**src/inc/chi_params.svh**
```systemverilog
`ifndef CHI_PARAMS_SVH
`define CHI_PARAMS_SVH

`define CHI_SLAVE_ADDR 7'h6B
`define CHI_MCODE_PREFIX 5'h01
`define CHI_NUM_REGS 3'h5
`define CHI_UNMAPPED_BYTE 8'hFF
`define CHI_LAST_BIT 3'h7
`define CHI_DIR_READ 1'b1

`endif

```
**src/inc/chi_pkg.sv**
```systemverilog
package chi_pkg;

  typedef enum logic [9:0] {
    CHI_ST_IDLE      = 10'h001,
    CHI_ST_ADDR      = 10'h002,
    CHI_ST_ADDR_ACK  = 10'h004,
    CHI_ST_REG       = 10'h008,
    CHI_ST_REG_ACK   = 10'h010,
    CHI_ST_WDATA     = 10'h020,
    CHI_ST_WDATA_ACK = 10'h040,
    CHI_ST_RDATA     = 10'h080,
    CHI_ST_RDATA_ACK = 10'h100,
    CHI_ST_IGNORE    = 10'h200
  } chi_state_e;

endpackage

```
**src/hw/chi_slave.sv**
```systemverilog
`timescale 1ns/1ps
`default_nettype none
`include "chi_params.svh"

module chi_slave #(
  parameter logic [2:0] RO_REG = 3'h0
) (
  input wire logic ref_clk_i,
  input wire logic nrst_i,
  input wire logic scl_i,
  input wire logic sda_i,
  output logic sda_o,
  output logic sda_oe_o,
  output logic wr_en_o,
  output logic [2:0] wr_addr_o,
  output logic [7:0] wr_data_o,
  output logic [2:0] rd_addr_o,
  input wire logic [7:0] rd_data_i,
  output logic hs_mode_o,
  output logic busy_o
);

  // ----------------------------------------------------------------
  // Register address decode
  // ----------------------------------------------------------------
  function automatic logic reg_mapped(input logic [7:0] a);
    reg_mapped = (a[7:3] == 5'h00) && (a[2:0] < `CHI_NUM_REGS);
  endfunction

  function automatic logic reg_writable(input logic [7:0] a);
    reg_writable = reg_mapped(a) && (a[2:0] != RO_REG);
  endfunction

  // ----------------------------------------------------------------
  // Pin synchronisers and edge detection
  // ----------------------------------------------------------------
  logic scl_m_q;
  logic scl_s_q;
  logic scl_p_q;
  logic sda_m_q;
  logic sda_s_q;
  logic sda_p_q;

  always_ff @(posedge ref_clk_i or negedge nrst_i) begin
    if (!nrst_i) begin
      scl_m_q <= 1'b1;
      scl_s_q <= 1'b1;
      scl_p_q <= 1'b1;
      sda_m_q <= 1'b1;
      sda_s_q <= 1'b1;
      sda_p_q <= 1'b1;
    end else begin
      scl_m_q <= scl_i;
      scl_s_q <= scl_m_q;
      scl_p_q <= scl_s_q;
      sda_m_q <= sda_i;
      sda_s_q <= sda_m_q;
      sda_p_q <= sda_s_q;
    end
  end

  // Every sampled clock edge but the fall closing a start counts: a glitch on the clock line is taken
  // as a real bit, so the line must be clean.
  logic scl_rise;
  logic scl_fall;
  logic start_ev;
  logic stop_ev;

  assign scl_rise = scl_s_q && !scl_p_q;
  assign scl_fall = !scl_s_q && scl_p_q;
  assign start_ev = scl_s_q && scl_p_q && sda_p_q && !sda_s_q;
  assign stop_ev = scl_s_q && scl_p_q && !sda_p_q && sda_s_q;

  // ----------------------------------------------------------------
  // Protocol state
  // ----------------------------------------------------------------
  chi_pkg::chi_state_e state_q;
  chi_pkg::chi_state_e state_d;
  logic [2:0] cnt_q;
  logic [7:0] shift_q;
  logic [7:0] ptr_q;
  logic [7:0] tx_q;
  logic rw_q;
  logic mack_q;
  logic hs_q;
  logic drv_q;
  logic drv_d;
  logic first_fall_q;
  logic byte_done;
  logic addr_hit;
  logic mcode;
  logic [7:0] rd_byte;

  assign byte_done = (cnt_q == `CHI_LAST_BIT);
  // High-speed reads are not offered, so a read address in that mode
  // is left unanswered.
  assign addr_hit = (shift_q[7:1] == `CHI_SLAVE_ADDR)
                    && !(shift_q[0] == `CHI_DIR_READ && hs_q);
  assign mcode = (shift_q[7:3] == `CHI_MCODE_PREFIX);
  assign rd_byte = reg_mapped(ptr_q) ? rd_data_i : `CHI_UNMAPPED_BYTE;

  always_comb begin
    state_d = state_q;
    drv_d = 1'b0;
    unique case (state_q)
      chi_pkg::CHI_ST_IDLE: begin
        state_d = chi_pkg::CHI_ST_IDLE;
      end
      chi_pkg::CHI_ST_ADDR: begin
        if (byte_done) begin
          if (addr_hit) begin
            state_d = chi_pkg::CHI_ST_ADDR_ACK;
            drv_d = 1'b1;
          end else begin
            state_d = chi_pkg::CHI_ST_IGNORE;
          end
        end
      end
      chi_pkg::CHI_ST_ADDR_ACK: begin
        if (rw_q == `CHI_DIR_READ) begin
          state_d = chi_pkg::CHI_ST_RDATA;
          drv_d = !rd_byte[7];
        end else begin
          state_d = chi_pkg::CHI_ST_REG;
        end
      end
      chi_pkg::CHI_ST_REG: begin
        if (byte_done) begin
          state_d = chi_pkg::CHI_ST_REG_ACK;
          drv_d = 1'b1;
        end
      end
      chi_pkg::CHI_ST_REG_ACK: begin
        state_d = chi_pkg::CHI_ST_WDATA;
      end
      chi_pkg::CHI_ST_WDATA: begin
        if (byte_done) begin
          state_d = chi_pkg::CHI_ST_WDATA_ACK;
          drv_d = 1'b1;
        end
      end
      chi_pkg::CHI_ST_WDATA_ACK: begin
        state_d = chi_pkg::CHI_ST_REG;
      end
      chi_pkg::CHI_ST_RDATA: begin
        if (byte_done) begin
          state_d = chi_pkg::CHI_ST_RDATA_ACK;
        end else begin
          drv_d = !tx_q[6];
        end
      end
      chi_pkg::CHI_ST_RDATA_ACK: begin
        if (mack_q) begin
          state_d = chi_pkg::CHI_ST_RDATA;
          drv_d = !rd_byte[7];
        end else begin
          state_d = chi_pkg::CHI_ST_IGNORE;
        end
      end
      chi_pkg::CHI_ST_IGNORE: begin
        state_d = chi_pkg::CHI_ST_IGNORE;
      end
      default: begin
        state_d = chi_pkg::CHI_ST_IDLE;
      end
    endcase
  end

  // The clock fall that closes a start condition ends no bit. Counting it
  // would make the address byte come out one bit short.
  always_ff @(posedge ref_clk_i or negedge nrst_i) begin
    if (!nrst_i) begin
      first_fall_q <= 1'b0;
    end else if (start_ev) begin
      first_fall_q <= 1'b1;
    end else if (stop_ev || scl_fall) begin
      first_fall_q <= 1'b0;
    end
  end

  // Start wins over everything, so a repeated start always restarts
  // address decode even in the middle of a byte.
  always_ff @(posedge ref_clk_i or negedge nrst_i) begin
    if (!nrst_i) begin
      state_q <= chi_pkg::CHI_ST_IDLE;
      cnt_q <= 3'h0;
    end else if (start_ev) begin
      state_q <= chi_pkg::CHI_ST_ADDR;
      cnt_q <= 3'h0;
    end else if (stop_ev) begin
      state_q <= chi_pkg::CHI_ST_IDLE;
      cnt_q <= 3'h0;
    end else if (scl_fall && !first_fall_q) begin
      state_q <= state_d;
      if (state_d != state_q) begin
        cnt_q <= 3'h0;
      end else begin
        cnt_q <= cnt_q + 3'h1;
      end
    end
  end

  // Bits are taken on the rising clock edge only in receiving states, so
  // the device's own acknowledge never lands in the shift register.
  always_ff @(posedge ref_clk_i or negedge nrst_i) begin
    if (!nrst_i) begin
      shift_q <= 8'h00;
    end else if (scl_rise && (state_q == chi_pkg::CHI_ST_ADDR
                              || state_q == chi_pkg::CHI_ST_REG
                              || state_q == chi_pkg::CHI_ST_WDATA)) begin
      shift_q <= {shift_q[6:0], sda_s_q};
    end
  end

  always_ff @(posedge ref_clk_i or negedge nrst_i) begin
    if (!nrst_i) begin
      mack_q <= 1'b0;
    end else if (scl_rise && state_q == chi_pkg::CHI_ST_RDATA_ACK) begin
      mack_q <= !sda_s_q;
    end
  end

  always_ff @(posedge ref_clk_i or negedge nrst_i) begin
    if (!nrst_i) begin
      rw_q <= 1'b0;
    end else if (scl_fall && state_q == chi_pkg::CHI_ST_ADDR && byte_done) begin
      rw_q <= shift_q[0];
    end
  end

  always_ff @(posedge ref_clk_i or negedge nrst_i) begin
    if (!nrst_i) begin
      ptr_q <= 8'h00;
    end else if (scl_fall && state_q == chi_pkg::CHI_ST_REG && byte_done) begin
      ptr_q <= shift_q;
    end
  end

  // ----------------------------------------------------------------
  // Transmit path and data line drive
  // ----------------------------------------------------------------
  always_ff @(posedge ref_clk_i or negedge nrst_i) begin
    if (!nrst_i) begin
      tx_q <= 8'hFF;
    end else if (scl_fall) begin
      if ((state_q == chi_pkg::CHI_ST_ADDR_ACK && rw_q == `CHI_DIR_READ)
          || (state_q == chi_pkg::CHI_ST_RDATA_ACK && mack_q)) begin
        tx_q <= rd_byte;
      end else if (state_q == chi_pkg::CHI_ST_RDATA) begin
        tx_q <= {tx_q[6:0], 1'b1};
      end
    end
  end

  // The enable changes on the clock's falling edge, and is cleared at a start
  // or stop, so it is never switched on while the clock is high.
  always_ff @(posedge ref_clk_i or negedge nrst_i) begin
    if (!nrst_i) begin
      drv_q <= 1'b0;
    end else if (start_ev || stop_ev) begin
      drv_q <= 1'b0;
    end else if (scl_fall) begin
      drv_q <= drv_d;
    end
  end

  assign sda_o = 1'b0;
  assign sda_oe_o = drv_q;

  // ----------------------------------------------------------------
  // Speed mode
  // ----------------------------------------------------------------
  always_ff @(posedge ref_clk_i or negedge nrst_i) begin
    if (!nrst_i) begin
      hs_q <= 1'b0;
    end else if (stop_ev) begin
      hs_q <= 1'b0;
    end else if (scl_fall && state_q == chi_pkg::CHI_ST_ADDR && byte_done && mcode) begin
      hs_q <= 1'b1;
    end
  end

  assign hs_mode_o = hs_q;

  // ----------------------------------------------------------------
  // Register write port
  // ----------------------------------------------------------------
  always_ff @(posedge ref_clk_i or negedge nrst_i) begin
    if (!nrst_i) begin
      wr_data_o <= 8'h00;
    end else if (scl_fall && state_q == chi_pkg::CHI_ST_WDATA && byte_done) begin
      wr_data_o <= shift_q;
    end
  end

  always_ff @(posedge ref_clk_i or negedge nrst_i) begin
    if (!nrst_i) begin
      wr_en_o <= 1'b0;
      wr_addr_o <= 3'h0;
    end else begin
      wr_en_o <= scl_fall && !start_ev && !stop_ev
                 && state_q == chi_pkg::CHI_ST_WDATA_ACK && reg_writable(ptr_q);
      wr_addr_o <= ptr_q[2:0];
    end
  end

  assign rd_addr_o = ptr_q[2:0];
  assign busy_o = (state_q != chi_pkg::CHI_ST_IDLE);

endmodule

`default_nettype wire

```
**config.mk**
```make
export PLATFORM = sky130hd
export DESIGN_NAME = chi_slave
export DESIGN_NICKNAME = d
export VERILOG_FILES = /design/src/inc/chi_pkg.sv /design/src/hw/chi_slave.sv
export VERILOG_INCLUDE_DIRS = /design/src /design/src/inc
export SDC_FILE = /design/constraint.sdc
export NUM_CORES = 1
export LEC_CHECK = 0
export BUFFER_PORTS_ARGS = -buffer_cell sky130_fd_sc_hd__buf_2
export CAP_MARGIN = 40
export CORE_AREA = 2 2 90 92
export DETAILED_ROUTE_END_ITERATION = 10
export DIE_AREA = 0 0 92 94
export PLACE_DENSITY_LB_ADDON = 0.3
export SETUP_SLACK_MARGIN = 0.15
export SLEW_MARGIN = 10
export SYNTH_ARGS = -nofsm -noshare
export SYNTH_HDL_FRONTEND = slang
export SYNTH_SLANG_ARGS = --single-unit
```
**constraint.sdc**
```tcl
create_clock -name ref_clk_i -period 3.4 [get_ports ref_clk_i]
set_clock_uncertainty 0.05 [all_clocks]
set_input_delay 0.34 -clock ref_clk_i [delete_from_list [all_inputs] [get_ports ref_clk_i]]
set_output_delay 0.34 -clock ref_clk_i [all_outputs]
set_load 0.02 [all_outputs]
```
==> impl_metrics.py <==
metrics = {
    "logic_synthesis": {
        "synthFlopType": "dfrtp_1",
        "synth_cell_types": 60,
        "syn_area_per_cell_um2": 10.9,
        "yosys_warnings": 0,
        "synth_top_area_cell": "dfrtp_1",
        "synthMostInstantiatedCell": "dfrtp_1",
        "synth-edff-count": 0,
        "synth-seq-cells": 59,
        "synth_top_area_frac": 0.378,
        "synth_area_um2": 2980,
        "synth_nets": 288,
        "async_flop_share": 1.00,
        "ys_seq_area_frac": 0.501,
        "synthTopCellsByArea": "dfrtp_1 38%, dfstp_2 12%, mux2_2 9.1%",
        "netlist_instances": 274,
        "yosys-top-cells-count": "45 x dfrtp_1, 25 x nand2_1, 24 x mux2_2",
    },
    "clock_tree": {
        "cts_made_buffers": 9,
        "htree_levels": 3,
        "insertion_delay_ps": 340,
        "clk_transition_reported_paths_ps": 70,
        "ctsResizeCount": 0,
        "ctsRootBufferMaster": "clkbuf_8",
        "clock_path_buffers": 2,
        "clock-sinks": 59,
        "post_cts_buffers": 0,
        "tritoncts": "yes",
    },
    "power": {
        "power_leakage_uw": 0.00159,
        "powerDensity_nw_per_um2": 481,
        "irDropWorstVdd_mv": 0.296,
        "finalPower_uw": 1630,
    },
    "cells_and_area": {
        "final_nets": 316,
        "syn_to_final_growth_pct": 13.7,
        "num_antenna_cells": 0,
        "nFillCells": 759,
        "drive_above_1_share": 0.342,
        "regArea_um2": 1490,
        "fin_cells": 409,
        "multi_input_area_um2": 1330,
    },
    "global_route": {
        "grt_pass1_vias": 2149,
        "grt_pass1_wl_um": 11200,
        "grt-ovfl-total": 0,
        "antenna_found_initial": 0,
        "grtUsageTotal": 0.165,
        "grt_max_degree": 36,
    },
    "drt": {
        "first_pass_iters": 5,
        "drc": 0,
        "viasPerCell": 5.44,
        "postRouteAntennaNets": 0,
        "wl_per_cell_um": 16.3,
        "drt_iter0_drc": 199,
        "vias": 2226,
        "drt_wl_total_um": 6660,
    },
    "sta": {
        "fin_ws_ps": 780,
        "slew_viol_final": 0,
        "period_minus_slack_ps": 2620,
        "rsz0062_at_grt": "false",
        "finalCritPeriodShare": 0.770,
        "whs_ps": 52.5,
        "hold_viol_final": 0,
        "finalSetupViolCount": 0,
        "worst_pin_slew_ps": 733,
        "max_freq_ghz": 0.382,
        "maxSlewHeadroom": 0.509,
        "timing.setup.tns_ps": 0,
    },
    "placement": {
        "gp_congestion": 0.856,
        "place_ws_ps": 831,
        "hpwlAfterDp_um": 4680,
        "dp_cells": 392,
        "io_buffer_count": 29,
    },
    "worst_setup_path": {
        "cp.arrival_ps": 2850,
        "crit_fanout": 12,
        "required_ps": 3630,
        "start_kind": "flip-flop",
        "critical_path_class": "reg2reg",
        "rr_worst_depth": 5,
        "end_kind": "flip-flop",
    },
    "floorplanning": {
        "core-area_um2": 7610,
        "std_cell_rows": 32,
        "die_area_um2": 8650,
        "io_pins": 31,
        "start_util": 0.392,
        "die_width_um": 92,
        "fp.dieH_um": 94,
    },
    "min_path": {
        "holdPathStages": 1,
        "hp-class": "in2reg",
    },
    "run_status": {
        "status": "finished, final reports clean",
    },
    "flow_run": {
        "cap_violations": 0,
    },
}
==> worst paths after layout <==
path                                        startpoint  slack, ps                      to
min in group asynchronous                       nrst_i        360  state_q[2]$_DFFE_PN0P_
worst min register to register       scl_m_q$_DFF_PN1_        310       scl_s_q$_DFF_PN1_
worst max-delay path            state_q[5]$_DFFE_PN0P_        780    sda_oe_o$_DFFE_PN0P_
worst min-delay path                             scl_i         50       scl_m_q$_DFF_PN1_
max in group asynchronous                       nrst_i       2110  state_q[0]$_DFFE_PN1P_
worst max register to register  state_q[5]$_DFFE_PN0P_        780    sda_oe_o$_DFFE_PN0P_
==> layout by cell type (no fill, tap or decap), types with 3 or more instances in the layout <==
master and n:
a211oi_1 3, mux2_2 24, and3_1 3, buf_2 29, o21ai_0 21, a21oi_1 5, nand3_1 3, clkinv_2 3
nand2_1 25, nor4_1 7, nand3b_1 4, nor2_1 15, o22ai_1 6, dfstp_2 14, a32o_1 3, buf_4 6
a31oi_1 3, o31ai_1 5, dfrtp_1 45, nand4_1 5, nor3_1 5, nor2b_1 3, clkbuf_8 9, inv_1 6
==> metal layers <==
metal / wire [um] / global-route usage / up-vias
met5: 0 / 0 / -
met4: 158 / 0.0846 / 0
met3: 248 / 0.0297 / 15
met1: 2990 / 0.226 / 1087
li1: - / - / 1071
met2: 3260 / 0.252 / 53
==> through the flow <==
step	area (um^2)	util
after floorplan	2980	-
after global placement	3160	0.416
after detailed placement	3190	0.419
after CTS	3390	0.446
after global routing	3390	0.446
final	3390	0.446
==> flip-flops by register name, indices dropped and copies added, names as in the netlist <==
register	flops
shift_q	8
cnt_q	3
rw_q	1
sda_m_q	1
mack_q	1
sda_oe_o	1
scl_p_q	1
state_q	10
ptr_q	8
first_fall_q	1
hs_mode_o	1
sda_s_q	1
scl_s_q	1
scl_m_q	1
wr_en_o	1
wr_addr_o	3
sda_p_q	1
tx_q	7
wr_data_o	8
==> kinds of logic (layout without fill, tap and decap cells) <==
kind of cell / after synthesis / count (layout) / synth area share
flops: 59 / 59 / 0.501
fa+ha+maj: 2 / 2 / 0.00839
buf+inv: 27 / 60 / 0.0528
other cells: 1 / 1 / 0.00126
compound gates: 60 / 60 / 0.138
mux: 27 / 27 / 0.101
simple gates: 94 / 94 / 0.185
xor+xnor: 4 / 4 / 0.0117
==> critical path: stages (launching register included) <==
cell	delay, ps
dfrtp_1	510
or4_1	690
a2111oi_4	700
nand4_4	240
o2111ai_1	240
a22o_1	140
==> repair_timing <==
item | 4_1_cts | 5_1_grt
hold endpoints to repair | 8 | 0
setup endpoints to repair | 0 | 0
hold buffers | 1 | 0
==> cell type report <==
class,instances,share of cell area
flip-flops and latches,59,0.440
multi-input cells,188,0.392
repair buffers,37,0.0649
well taps,102,0.0376
clock buffers,9,0.0365
clock inverters,7,0.0203
inverters,7,0.00775
==> power by group <==
| group | switching (uW) | internal, uW | total (uW) | leakage [uW] |
|---|---|---|---|---|
| logic | 104 | 85.1 | 190 | 0.000727 |
| clock network | 291 | 335 | 626 | 0.0000950 |
| registers | 65.9 | 749 | 815 | 0.000767 |
| total | 461 | 1170 | 1630 | 0.00159 |
Power figures use the tool's default switching activity.
